### src/hw/ebcl_pkg.sv
package ebcl_pkg;
  // ==========================================================
  // Timing: serial clock half period from the system clock
  // ==========================================================
  localparam int CLK_NS      = 50;
  localparam int SK_HALF_NS  = 500;
  localparam int SK_HALF_CYC = (SK_HALF_NS + CLK_NS - 1) / CLK_NS;
  localparam logic [1:0] INIT_WAIT = 2'h3;  // Pin sync settle cycles
  // ==========================================================
  // Register byte offsets on the register bus
  // ==========================================================
  localparam logic [7:0] OFF_CTRL = 8'h00;
  localparam logic [7:0] OFF_CFG  = 8'h04;
  localparam logic [7:0] OFF_BASE = 8'h08;
  localparam logic [7:0] OFF_STA0 = 8'h0c;
  localparam logic [7:0] OFF_STA1 = 8'h10;
  localparam logic [7:0] OFF_STA2 = 8'h14;
  localparam logic [7:0] OFF_PTR  = 8'h18;
  localparam logic [7:0] OFF_GP   = 8'h1c;
  localparam int CTRL_SEL    = 0;
  localparam int CTRL_RELOAD = 1;
  localparam int CTRL_STORE  = 2;
  localparam logic [1:0] RESP_OKAY   = 2'h0;
  localparam logic [1:0] RESP_SLVERR = 2'h2;
  // ==========================================================
  // Memory map and serial command set
  // ==========================================================
  localparam logic [2:0] STRAP_DEFAULT = 3'h7;
  localparam int         SLOT_SHIFT    = 2;
  localparam logic [5:0] STA_WORD      = 6'h20;
  localparam logic [1:0] OPC_READ      = 2'h2;
  localparam logic [1:0] OPC_WRITE     = 2'h1;
  localparam logic [1:0] OPC_EWEN      = 2'h0;
  localparam logic [5:0] EWEN_ADDR     = 6'h30;
  localparam logic [4:0] CMD_BITS      = 5'h09;
  localparam logic [4:0] RD_BITS       = 5'h1a;  // Cmd, dummy, 16 data
  localparam logic [4:0] WR_BITS       = 5'h19;  // Cmd and 16 data
  localparam logic [2:0] STEP_STA0     = 3'h2;
  localparam logic [2:0] LAST_LOAD     = 3'h4;
  localparam logic [2:0] LAST_STORE    = 3'h2;
  localparam logic [2:0] LAST_GPWR     = 3'h1;
  // Register reset values
  localparam logic [15:0] CFG_RST  = 16'h0000;
  localparam logic [15:0] BASE_RST = 16'h0000;
  localparam logic [47:0] STA_RST  = 48'h000000000000;
  // ==========================================================
  // Types
  // ==========================================================
  typedef enum logic [2:0] {
    S_IDLE, S_SETUP, S_SHIFT, S_CSLOW, S_POLL, S_FIN
  } ebcl_fsm_e;
  typedef enum logic [1:0] {J_LOAD, J_STORE, J_GPRD, J_GPWR} ebcl_job_e;
  typedef enum logic [1:0] {OP_EWEN, OP_READ, OP_WRITE} ebcl_op_e;
  typedef struct packed {
    logic cs;
    logic sk;
    logic di;
  } ebcl_pins_s;
  typedef struct packed {
    ebcl_fsm_e         fsm;
    ebcl_job_e         job;
    ebcl_op_e          op;
    logic [2:0]        step;
    logic [2:0]        last;
    logic [4:0]        div;
    logic              sk;
    logic              cs;
    logic              polled;
    logic [4:0]        bitcnt;
    logic [4:0]        nbits;
    logic [24:0]       tx;
    logic [15:0]       rx;
    logic [1:0]        init;
    logic              sel;
    logic [15:0]       cfg;
    logic [15:0]       base;
    logic [2:0][15:0]  sta;
    logic [5:0]        ptr;
    logic [15:0]       gp;
    logic              aw_got;
    logic [7:0]        awaddr;
    logic              w_got;
    logic [31:0]       wdata;
    logic [3:0]        wstrb;
    logic              bvalid;
    logic [1:0]        bresp;
    logic              rvalid;
    logic [31:0]       rdata;
    logic [1:0]        rresp;
  } ebcl_state_s;
endpackage : ebcl_pkg

### src/hw/ebcl_loader.sv
// Implementation choices: the register addresses and the AXI4-Lite interface to the registers.
`timescale 1ns/1ns
// Summary of operation
// - Config at strap times 4, base next
// - Hardware reset loads setup words automatically
// - Station address always from words 20h-22h
// - Straps 7: station only, defaults elsewhere
// - All straps high selects fixed config and base defaults
// - 64x16 array, word addressed, whole words
// - Select 0 reload refreshes config, base, station
// - Select 0 store writes config and base
// - Control bits never stored nor loaded
// - Select 1 reload reads pointer word
// - Select 1 store writes general-purpose word
// - Reload, store read high while busy
// - Other registers locked while busy
// - Reset load is busy and locks too
// - No EEPROM pin: never access, keep defaults
module ebcl_loader
  import ebcl_pkg::*;
#(
  parameter logic [15:0] CFG_DEFAULT  = CFG_RST,
  parameter logic [15:0] BASE_DEFAULT = BASE_RST,
  parameter logic [47:0] STA_DEFAULT  = STA_RST
) (
  input  wire logic        aclk,
  input  wire logic        aresetn,
  input  wire logic        ce,
  input  wire logic [2:0]  config_slot_straps,
  input  wire logic        nvm_present_pin,
  input  wire logic        ee_do,
  output ebcl_pins_s       ee_pins,
  output logic [15:0]      cfg_out,
  output logic [15:0]      base_out,
  output logic [47:0]      station_out,
  input  wire logic [7:0]  s_axi_awaddr,
  input  wire logic        s_axi_awvalid,
  output logic             s_axi_awready,
  input  wire logic [31:0] s_axi_wdata,
  input  wire logic [3:0]  s_axi_wstrb,
  input  wire logic        s_axi_wvalid,
  output logic             s_axi_wready,
  output logic [1:0]       s_axi_bresp,
  output logic             s_axi_bvalid,
  input  wire logic        s_axi_bready,
  input  wire logic [7:0]  s_axi_araddr,
  input  wire logic        s_axi_arvalid,
  output logic             s_axi_arready,
  output logic [31:0]      s_axi_rdata,
  output logic [1:0]       s_axi_rresp,
  output logic             s_axi_rvalid,
  input  wire logic        s_axi_rready
);
  // ==========================================================
  // Pin synchronisers
  // ==========================================================
  logic [4:0]  pin_meta;  // First stage, read by second only
  logic [4:0]  pin_sync;  // Straps, present pin, serial data
  logic [2:0]  straps;    // Settled strap value
  logic        nvm_on;    // EEPROM fitted
  logic        do_in;     // Serial data from EEPROM

  // Two flops on every asynchronous pin
  always_ff @(posedge aclk) begin
    if (!aresetn) begin
      pin_meta <= 5'h00;
      pin_sync <= 5'h00;
    end else if (ce) begin
      pin_meta <= {config_slot_straps, nvm_present_pin, ee_do};
      pin_sync <= pin_meta;
    end
  end
  assign straps = pin_sync[4:2];
  assign nvm_on = pin_sync[1];
  assign do_in  = pin_sync[0];

  // ==========================================================
  // Helper functions
  // ==========================================================
  // Byte-lane merge of a 16-bit register
  function automatic logic [15:0] merge16(input logic [15:0] old,
                                          input logic [31:0] wd,
                                          input logic [3:0]  st);
    merge16 = {st[1] ? wd[15:8] : old[15:8], st[0] ? wd[7:0] : old[7:0]};
  endfunction : merge16

  // Word address of the strap-chosen slot
  function automatic logic [5:0] slot_addr(input logic [2:0] s,
                                           input logic [2:0] k);
    slot_addr = 6'({s, 2'b00}) + 6'(k);
  endfunction : slot_addr

  // Opening of a job: first step, last step, defaults
  function automatic ebcl_state_s start_job(input ebcl_state_s s,
                                            input ebcl_job_e   j,
                                            input logic [2:0]  sp);
    start_job = s;
    start_job.job  = j;
    start_job.step = 3'h0;
    start_job.fsm  = S_SETUP;
    unique case (j)
      J_LOAD: begin
        start_job.last = LAST_LOAD;
        if (sp == STRAP_DEFAULT) begin
          start_job.step = STEP_STA0;
          start_job.cfg  = CFG_DEFAULT;
          start_job.base = BASE_DEFAULT;
        end
      end
      J_STORE: start_job.last = LAST_STORE;
      J_GPRD:  start_job.last = 3'h0;
      J_GPWR:  start_job.last = LAST_GPWR;
    endcase
  endfunction : start_job

  // ==========================================================
  // Main state: sequencer, registers, bus slave
  // ==========================================================
  ebcl_state_s r;      // Registered state
  ebcl_state_s n;      // Next state
  logic        busy;   // Any access running or pending
  logic [7:0]  wa;     // Aligned write address
  logic [7:0]  ra;     // Aligned read address
  logic [5:0]  waddr;  // Word address of the step
  logic [15:0] wword;  // Word to be written
  logic [1:0]  opc;    // Serial opcode of the step

  assign busy = (r.fsm != S_IDLE) || (r.init != 2'h0);

  // Next-state logic for everything
  always_comb begin
    n     = r;
    wa    = {r.awaddr[7:2], 2'b00};
    ra    = {s_axi_araddr[7:2], 2'b00};
    waddr = 6'h00;
    wword = 16'h0000;
    opc   = OPC_READ;
    // Address and data of the current step
    unique case (r.job)
      J_LOAD: begin
        if (r.step < STEP_STA0) waddr = slot_addr(straps, r.step);
        else waddr = STA_WORD + 6'(r.step - STEP_STA0);
      end
      J_STORE: begin
        waddr = slot_addr(straps, r.step - 3'h1);
        wword = (r.step == 3'h1) ? r.cfg : r.base;
      end
      J_GPRD, J_GPWR: begin
        waddr = r.ptr;
        wword = r.gp;
      end
    endcase

    unique case (r.fsm)
      // Idle: the serial lines rest low
      S_IDLE: begin
        n.cs = 1'b0;
        n.sk = 1'b0;
        if (r.init != 2'h0) begin
          n.init = r.init - 2'h1;
          if (r.init == 2'h1 && nvm_on) n = start_job(n, J_LOAD, straps);
        end
      end
      // Build the command word of one step
      S_SETUP: begin
        n.op = OP_READ;
        if ((r.job == J_STORE || r.job == J_GPWR) && r.step == 3'h0) begin
          n.op  = OP_EWEN;
          waddr = EWEN_ADDR;
        end else if (r.job == J_STORE || r.job == J_GPWR) begin
          n.op = OP_WRITE;
        end
        unique case (n.op)
          OP_EWEN:  opc = OPC_EWEN;
          OP_WRITE: opc = OPC_WRITE;
          default:  opc = OPC_READ;
        endcase
        n.tx     = {1'b1, opc, waddr, (n.op == OP_WRITE) ? wword : 16'h0};
        n.nbits  = (n.op == OP_READ) ? RD_BITS :
                   (n.op == OP_WRITE) ? WR_BITS : CMD_BITS;
        n.bitcnt = 5'h00;
        n.div    = 5'h00;
        n.polled = 1'b0;
        n.cs     = 1'b1;
        n.fsm    = S_SHIFT;
      end
      // Clock bits out on falling, sample on rising
      S_SHIFT: begin
        n.div = r.div + 5'h01;
        if (r.div == 5'(SK_HALF_CYC - 1)) begin
          n.div = 5'h00;
          if (!r.sk) begin
            n.sk     = 1'b1;
            n.bitcnt = r.bitcnt + 5'h01;
            if (r.bitcnt >= CMD_BITS) n.rx = {r.rx[14:0], do_in};
          end else begin
            n.sk = 1'b0;
            n.tx = {r.tx[23:0], 1'b0};
            if (r.bitcnt == r.nbits) n.fsm = S_CSLOW;
          end
        end
      end
      // Chip select low for one half period
      S_CSLOW: begin
        n.cs  = 1'b0;
        n.div = r.div + 5'h01;
        if (r.div == 5'(SK_HALF_CYC - 1)) begin
          n.div = 5'h00;
          if (r.op == OP_WRITE && !r.polled) begin
            n.cs     = 1'b1;
            n.polled = 1'b1;
            n.fsm    = S_POLL;
          end else begin
            n.fsm = S_FIN;
          end
        end
      end
      // wait for write-done ready
      // Ready trusted only after the sync flops see the selected line
      S_POLL: begin
        if (r.div < 5'(INIT_WAIT)) begin
          n.div = r.div + 5'h01;
        end else if (do_in) begin
          n.cs  = 1'b0;
          n.div = 5'h00;
          n.fsm = S_CSLOW;
        end
      end
      // Commit read data and advance
      S_FIN: begin
        if (r.op == OP_READ) begin
          if (r.job == J_GPRD) n.gp = r.rx;
          else if (r.step == 3'h0) n.cfg = r.rx;
          else if (r.step == 3'h1) n.base = r.rx;
          else n.sta[2'(r.step - STEP_STA0)] = r.rx;
        end
        if (r.step == r.last) begin
          n.fsm = S_IDLE;
        end else begin
          n.step = r.step + 3'h1;
          n.fsm  = S_SETUP;
        end
      end
      default: n.fsm = S_IDLE;
    endcase

    // Write address and data may come in either order
    if (s_axi_awvalid && s_axi_awready) begin
      n.aw_got = 1'b1;
      n.awaddr = s_axi_awaddr;
    end
    if (s_axi_wvalid && s_axi_wready) begin
      n.w_got = 1'b1;
      n.wdata = s_axi_wdata;
      n.wstrb = s_axi_wstrb;
    end
    if (r.bvalid && s_axi_bready) n.bvalid = 1'b0;
    // Execute a write once both halves are held
    if (r.aw_got && r.w_got && !r.bvalid) begin
      n.aw_got = 1'b0;
      n.w_got  = 1'b0;
      n.bvalid = 1'b1;
      n.bresp  = RESP_OKAY;
      if (wa == OFF_CTRL) begin
        // Control writes while busy are dropped quietly
        if (!busy && r.wstrb[0]) begin
          // only control bits, never in EEPROM
          n.sel = r.wdata[CTRL_SEL];
          if (nvm_on && r.wdata[CTRL_RELOAD])
            n = start_job(n, r.wdata[CTRL_SEL] ? J_GPRD : J_LOAD, straps);
          else if (nvm_on && r.wdata[CTRL_STORE])
            n = start_job(n, r.wdata[CTRL_SEL] ? J_GPWR : J_STORE, straps);
        end
      end else if (busy) begin
        n.bresp = RESP_SLVERR;
      end else begin
        unique case (wa)
          OFF_CFG:  n.cfg    = merge16(r.cfg, r.wdata, r.wstrb);
          OFF_BASE: n.base   = merge16(r.base, r.wdata, r.wstrb);
          OFF_STA0: n.sta[0] = merge16(r.sta[0], r.wdata, r.wstrb);
          OFF_STA1: n.sta[1] = merge16(r.sta[1], r.wdata, r.wstrb);
          OFF_STA2: n.sta[2] = merge16(r.sta[2], r.wdata, r.wstrb);
          OFF_PTR:  if (r.wstrb[0]) n.ptr = r.wdata[5:0];
          OFF_GP:   n.gp     = merge16(r.gp, r.wdata, r.wstrb);
          default:  n.bresp  = RESP_SLVERR;
        endcase
      end
    end

    // Read channel: one read under way at a time
    if (r.rvalid && s_axi_rready) n.rvalid = 1'b0;
    if (s_axi_arvalid && s_axi_arready) begin
      n.rvalid = 1'b1;
      n.rresp  = RESP_OKAY;
      n.rdata  = 32'h00000000;
      if (ra == OFF_CTRL) begin
        // both request bits high while busy
        n.rdata[CTRL_RELOAD] = busy;
        n.rdata[CTRL_STORE]  = busy;
        n.rdata[CTRL_SEL]    = r.sel;
      end else if (busy) begin
        n.rresp = RESP_SLVERR;
      end else begin
        unique case (ra)
          OFF_CFG:  n.rdata[15:0] = r.cfg;
          OFF_BASE: n.rdata[15:0] = r.base;
          OFF_STA0: n.rdata[15:0] = r.sta[0];
          OFF_STA1: n.rdata[15:0] = r.sta[1];
          OFF_STA2: n.rdata[15:0] = r.sta[2];
          OFF_PTR:  n.rdata[5:0]  = r.ptr;
          OFF_GP:   n.rdata[15:0] = r.gp;
          default:  n.rresp       = RESP_SLVERR;
        endcase
      end
    end
  end

  // Register the state; ce low freezes it
  always_ff @(posedge aclk) begin
    if (!aresetn) begin
      r      <= '0;
      r.init <= INIT_WAIT;
      r.cfg  <= CFG_DEFAULT;
      r.base <= BASE_DEFAULT;
      r.sta  <= STA_DEFAULT;
    end else if (ce) begin
      r <= n;
    end
  end

  // ==========================================================
  // Outputs
  // ==========================================================
  // Handshake readies are combinational on held state
  assign s_axi_awready = !r.aw_got && !r.bvalid;
  assign s_axi_wready  = !r.w_got && !r.bvalid;
  assign s_axi_arready = !r.rvalid;
  assign s_axi_bvalid  = r.bvalid;
  assign s_axi_bresp   = r.bresp;
  assign s_axi_rvalid  = r.rvalid;
  assign s_axi_rdata   = r.rdata;
  assign s_axi_rresp   = r.rresp;
  assign ee_pins.cs    = r.cs;
  assign ee_pins.sk    = r.sk;
  assign ee_pins.di    = r.cs & r.tx[24];
  assign cfg_out       = r.cfg;
  assign base_out      = r.base;
  assign station_out   = r.sta;
endmodule : ebcl_loader

### config.mk
export PLATFORM = sky130hd
export DESIGN_NAME = ebcl_loader
export DESIGN_NICKNAME = d
export VERILOG_FILES = /design/src/hw/ebcl_pkg.sv /design/src/hw/ebcl_loader.sv
export SDC_FILE = /design/constraint.sdc
export NUM_CORES = 1
export LEC_CHECK = 0
export BUFFER_PORTS_ARGS = -buffer_cell sky130_fd_sc_hd__buf_4
export CAP_MARGIN = 20
export CORE_MARGIN = 2
export CORE_UTILIZATION = 52
export CTS_CLUSTER_DIAMETER = 150
export CTS_CLUSTER_SIZE = 12
export DETAILED_ROUTE_END_ITERATION = 7
export GPL_TIMING_DRIVEN = 0
export PLACE_DENSITY = 0.74
export SYNTH_ARGS = -nofsm -noshare
export SYNTH_HDL_FRONTEND = slang
export SYNTH_SLANG_ARGS = --single-unit
### constraint.sdc
create_clock -name aclk -period 2.95 [get_ports aclk]
set_input_delay 0 -clock aclk [delete_from_list [all_inputs] [get_ports aclk]]
set_output_delay 0 -clock aclk [all_outputs]
set_load 0.02 [all_outputs]
After elaboration in Yosys (flattened, before gate mapping)
Index checks and enable logic that the tools add are counted.
{"block": "totals", "ff_bits": 271, "latch_bits": 0, "mem_bits_rw": 0, "rom_bits": 0, "out_inout_bits": 124, "wordCells": 275, "mem_count": 0}
{"block": "classes", "add_sub_neg": 10, "mul": 0, "div_mod_pow": 0, "magnitude_cmp": 5, "eq_ne": 50, "shifts": 0, "mux": 113, "n_bitwise": 1, "reduce_logical": 56}
{"cell": "261-bit two-way mux", "n": 6}
{"cell": "16-bit two-way mux", "n": 16}
{"cell": "102-bit two-way mux", "n": 2}
{"cell": "80-bit two-way mux", "n": 2}
{"cell": "80-bit case mux with 2 select lines", "n": 1}
{"cell": "32-bit two-way mux", "n": 4}
{"cell": "16-bit case mux with 2 select lines", "n": 3}
{"cell": "84-bit two-way mux", "n": 1}
{"cell": "75-bit two-way mux", "n": 1}
{"cell": "25-bit case mux with 3 select lines", "n": 1}
{"cell": "35-bit two-way mux", "n": 2}
{"cell": "64-bit two-way mux", "n": 1}
{"cell": "5-bit inequality test (second input constant)", "n": 12}
{"cell": "10-bit case mux with 6 select lines", "n": 1}
{"cell": "48-bit bitwise mux", "n": 1}
{"cell": "6-bit by 3-bit equality test with 1-bit output (second input constant)", "n": 8}
{"cell": "48-bit two-way mux", "n": 1}
{"cell": "47-bit two-way mux", "n": 1}
{"cell": "6-bit case mux with 7 select lines", "n": 1}
{"cell": "41-bit two-way mux", "n": 1}
{"cell": "37-bit two-way mux", "n": 1}
{"cell": "6-bit two-way mux", "n": 6}
{"cell": "5-bit two-way mux", "n": 7}
{"cell": "2-bit two-way mux", "n": 17}
{"cell": "53 further kinds", "n": 138}

Logic depth before layout (Yosys ltp)
{"block": "depth", "ltp_word": 20, "ltp_mapped": 10, "mapped_depth_nobuf": 10}

Least setup slack after synthesis
No wires, ideal clock.
{"block": "synth_path", "path_kind": "register to register", "startpoint": "register r[187] (netlist name)", "endpoint": "register r (netlist bit base_out[1])", "setup_time_ps": 132, "t_arrival_ps": 2249, "slack_ps": 570, "stages_incl_launch_ff": 9, "period_less_slack_ps": 2380, "cell_sequence": "dfxtp_1 > inv_1 > ha_1 > or4b_4 > or4_4 > o211ai_4 > buf_6 > a2bb2oi_2 > a21oi_1"}
{"block": "synth_between", "elab_chain_len": 12}
{"item": "start, declared", "line_no": "ebcl_loader.sv:119", "rtl": "ebcl_state_s r;"}
{"item": "start signal, assigned", "line_no": "ebcl_loader.sv:327", "rtl": "r <= n;"}
{"item": "2-bit by 1-bit equality test with 1-bit output", "line_no": "ebcl_loader.sv:161", "rtl": "if (r.init == 2'h1 && nvm_on) n = start_job(n, J_LOAD, straps);"}
{"item": "1-bit logical AND", "line_no": "ebcl_loader.sv:161"}
{"item": "261-bit two-way mux", "line_no": "ebcl_loader.sv:161"}
{"item": "261-bit two-way mux", "line_no": "ebcl_loader.sv:159", "rtl": "if (r.init != 2'h0) begin"}
{"item": "80-bit case mux with 2 select lines", "line_no": "ebcl_loader.sv:154", "rtl": "unique case (r.fsm)"}
{"item": "32-bit two-way mux", "line_no": "ebcl_loader.sv:104", "rtl": "if (sp == STRAP_DEFAULT) begin"}
{"item": "32-bit two-way mux", "line_no": "ebcl_loader.sv:101", "rtl": "unique case (j)"}
{"item": "261-bit two-way mux", "line_no": "ebcl_loader.sv:271", "rtl": "else if (nvm_on && r.wdata[CTRL_STORE])"}
{"item": "261-bit two-way mux", "line_no": "ebcl_loader.sv:269", "rtl": "if (nvm_on && r.wdata[CTRL_RELOAD])"}
{"item": "261-bit two-way mux", "line_no": "ebcl_loader.sv:266", "rtl": "if (!busy && r.wstrb[0]) begin"}
{"item": "102-bit two-way mux", "line_no": "ebcl_loader.sv:264", "rtl": "if (wa == OFF_CTRL) begin"}
{"item": "261-bit two-way mux", "line_no": "ebcl_loader.sv:259", "rtl": "if (r.aw_got && r.w_got && !r.bvalid) begin"}
Several ways; a longest one is shown, not always the timed one. The select of a mux whose other input is x is not followed.
A chain may end at the register's enable or synchronous reset.

Worst setup path in the final report
{"block": "layout_path", "startpoint": "register r[187] (netlist name)", "endpoint": "register r (netlist bit station_out[20])"}
{"block": "layout_between", "elab_chain_len": 8}
{"item": "2-bit nonzero test *", "line_no": "ebcl_loader.sv:128, ebcl_loader.sv:159"}
{"item": "261-bit two-way mux", "line_no": "ebcl_loader.sv:159"}
{"item": "80-bit case mux with 2 select lines", "line_no": "ebcl_loader.sv:154"}
{"item": "261-bit two-way mux", "line_no": "ebcl_loader.sv:271"}
{"item": "261-bit two-way mux", "line_no": "ebcl_loader.sv:269"}
{"item": "261-bit two-way mux", "line_no": "ebcl_loader.sv:266"}
{"item": "102-bit two-way mux", "line_no": "ebcl_loader.sv:264"}
{"item": "261-bit two-way mux", "line_no": "ebcl_loader.sv:259"}
Mark *: on every way between the ends. The rest lies on a longest branch, timed or not. The select of a mux whose other input is x is not followed.

==> out/results.ini <==
[status]
outcome=complete, no violations

[sta]
fin_ws_ps=98.4
finalClockSkew_ps=21.6
grt_setup_unrepaired=no
post-route-period-util_pct=96.7
timing.final.setup_violations=0
maxClockFrequency_ghz=0.351
max_slew_margin_pct=34.4
max_transition_viols_final=0
post-route-min-period_ps=2850
final-hold-violation-count=0
worstMarginPinSlew_ps=970
final.hold.worst_slack_ps=12.8

[final_layout]
layout-area-overhead-vs-synth_pct=20.1
finish.cell_count_without_fillers=2054
diodes=0
layout_common_cells=274 x sky130_fd_sc_hd__buf_4, 231 x sky130_fd_sc_hd__dfxtp_1, 137 x sky130_fd_sc_hd__nand2_1, 106 x sky130_fd_sc_hd__a21oi_1, 99 x sky130_fd_sc_hd__nor2_1
n_fill_cell=2129
layout_commonest_cell=sky130_fd_sc_hd__buf_4
fin_nets=1814
layout-drive-gt1-share_pct=21.7
final_util_pct=63.5

[power_and_ir_drop]
p_leak_nw=6.37
peakVddDrop_uv=529
power.density_nw_per_um2=430

[clock_network]
tritoncts=yes
cts-buffers-inserted=23
htreeDepth=1
cts.root.buffer_cell=sky130_fd_sc_hd__clkbuf_16
cts_buffer_depth=3
clock_sinks=231
path_clk_slew_ps=60
clkLatencyLatePin_ps=520

[floorplan]
initial_core_util_pct=52.9
floorplan.core_area_um2=24300
die-height_um=161
fp.dieW_um=161
die_area_um2=26000
placementRows=57
io_pins=189

[placement]
place_congestion=0.989
inst_count_dp=1992
place_worst_setup_slack_ps=-66.3
io_buffer_count=147
detailedPlacementHpwl_um=36700

[worst_hold_path]
hold_path_end=s_axi_rresp[1]
min-delay-start=s_axi_arvalid
min_path_type=input port to flip-flop
hold_depth=4

[drt]
drtIter0Drc=1459
route.antenna.remaining_nets=0
detail_route.wl_per_cell_um=23.6
drc=0
routed_wirelength_um=48400
dr_vias_cell=6.20
dr_total_vias=12700
drt_pre_antenna_iters=6

[synth]
syn-cell-area_um2=12900
synth.yosys.seq_area_share_pct=36.0
postSynthAreaPerCell_um2=8.58
synth_cell_type_count=82
synth_seq_cells=231
synth-async-reset-ratio_pct=0
number_of_synthesized_flops_with_an_enable_pin=0
yosysWarningCount=0
syn-instance-count=1498
synthFlopType=sky130_fd_sc_hd__dfxtp_1

[worst_setup_path]
timing.rr.start=r[187]
critical_path.startpoint=r[187]
cp_slowest_cell=sky130_fd_sc_hd__nor4b_4
crit_arrival_ps=3310
worst_ep_required_time_ps=3410
path_class=flip-flop to flip-flop
worst_path_largest_cell_delay_ps=610
worst-r2r-cell-count=7
timing.critical_path.cells=inv_1 > ha_1 > nor4b_4 > nand4_1 > or2_2 > a21oi_2 > o21a_1
r2r_slack_ps=100
crit_fanout=8
crit_path_start_kind=flip-flop
worst_setup_end_kind=flip-flop
capturing_point_of_the_worst_reg2reg_path=station_out[20]

[grt]
final_global_route_overflow_total=0
antenna_found_initial=1
grt_usage_pct=36.2
via_count_of_the_first_global_routing_pass=12000
grt_first_pass_wirelength_um=72100
grt_max_degree=13

[flow_run]
max_cap_viol_count=0

-- cells by family after synthesis --
| family | Yosys count | share of synthesized area, % |
|---|---|---|
| adders and majority gates | 18 | 1.75 |
| buffers and inverters | 271 | 11.7 |
| AOI/OAI and AO/OA | 478 | 27.2 |
| xor gates and xnor gates | 17 | 1.16 |
| DFF | 231 | 36.0 |
| muxes | 85 | 6.73 |
| other | 1 | 0.0292 |
| and+or+nand+nor | 397 | 15.4 |
-- area by class of cell --
type | count | area (µm²) | share of cell area (%)
multi-input cells | 1013 | 6800 | 44.1
flip-flops and latches | 231 | 4620 | 29.9
repair buffers | 191 | 1510 | 9.79
plain buffers | 236 | 1380 | 8.94
clock buffers | 23 | 576 | 3.73
well taps | 324 | 405 | 2.62
inverters | 35 | 131 | 0.851
clock inverters | 1 | 11.3 | 0.0729
-- report_power, final --
part	switching, mW	leakage (nW)	total (mW)	internal [mW]
Sequential	0.109	1.87	3.30	3.19
Combinational	0.451	4.21	0.765	0.314
Clock	1.21	0.289	2.58	1.38
-- cells in the mapped netlist, drive strengths merged, types with 8 or more instances --
library cell	instances	area [µm²]
a211oi	17	128
a21oi	108	541
a221oi	18	158
a22o	14	123
a22oi	68	510
a2bb2oi	21	246
and3	10	62.6
buf	140	1020
clkbuf	96	360
dfxtp	231	4620
ha	18	225
inv	34	128
mux2i	82	821
nand2	137	514
nand2b	14	87.6
nand3	42	210
nand4	9	56.3
nor2	100	378
nor2b	8	50.1
nor3	15	75.1
nor4	11	111
o211a	16	160
o211ai	12	118
o21a	14	105
o21ai	77	385
o221a	23	259
o22ai	16	106
o2bb2ai	10	87.6
o32a	16	160
xnor2	14	123
-- worst max-delay path, delay by kind of cell, from the launching register on --
family	cells	cell delay [ps]
AOI/OAI and AO/OA	2	610
adders and majority gates	1	220
and+or+nand+nor	3	1580
buffers and inverters	1	90
DFF	1	310
-- per-stage QoR --
stage / instance area (µm²) / total power [mW] / setup TNS [ps]
after global placement: 14400 / 4.05 / -2050
after floorplan: 12900 / 3.78 / 0
final: 15400 / 6.64 / 0
after global routing: 15400 / 6.82 / 0
after CTS: 15400 / 6.63 / 0
after detailed placement: 14500 / 4.06 / -560
-- metal layers --
| layer | wire length, µm | vias to the layer above | global-route usage [%] |
|---|---|---|---|
| met5 | 0 | - | 0 |
| met4 | 2290 | 0 | 14.9 |
| met3 | 4870 | 134 | 7.50 |
| met2 | 21800 | 707 | 58.0 |
| met1 | 19500 | 6075 | 47.8 |
| li1 | - | 5828 | - |
-- worst max-delay path by stage --
stage | end | slack, ps | depth (start not counted)
after floorplan | base_out[1] | 570 | 8
after global placement | r[98] | -160 | 6
after detailed placement | station_out[41] | -70 | 8
after CTS | station_out[20] | 0.03 | 7
after global routing | r[211] | 5 | 8
final | station_out[20] | 100 | 7
-- flip-flops by register name, summed over array words and instances (netlist names) --
name,count
r,119
station_out,48
base_out,16
cfg_out,16
s_axi_rdata,16
pin_meta,5
pin_sync,5
ee_pins,2
s_axi_bresp,1
s_axi_bvalid,1
s_axi_rresp,1
s_axi_rvalid,1
-- repair_timing --
action / in CTS / in global routing
setup endpoints to repair: 11 / 30
hold buffers: 34 / 0
resized for setup: 0 / 4
pin swaps: 2 / 0
hold endpoints to repair: 33 / 0
buffers inserted: 4 / 0
Power figures use the tool's default switching activity.
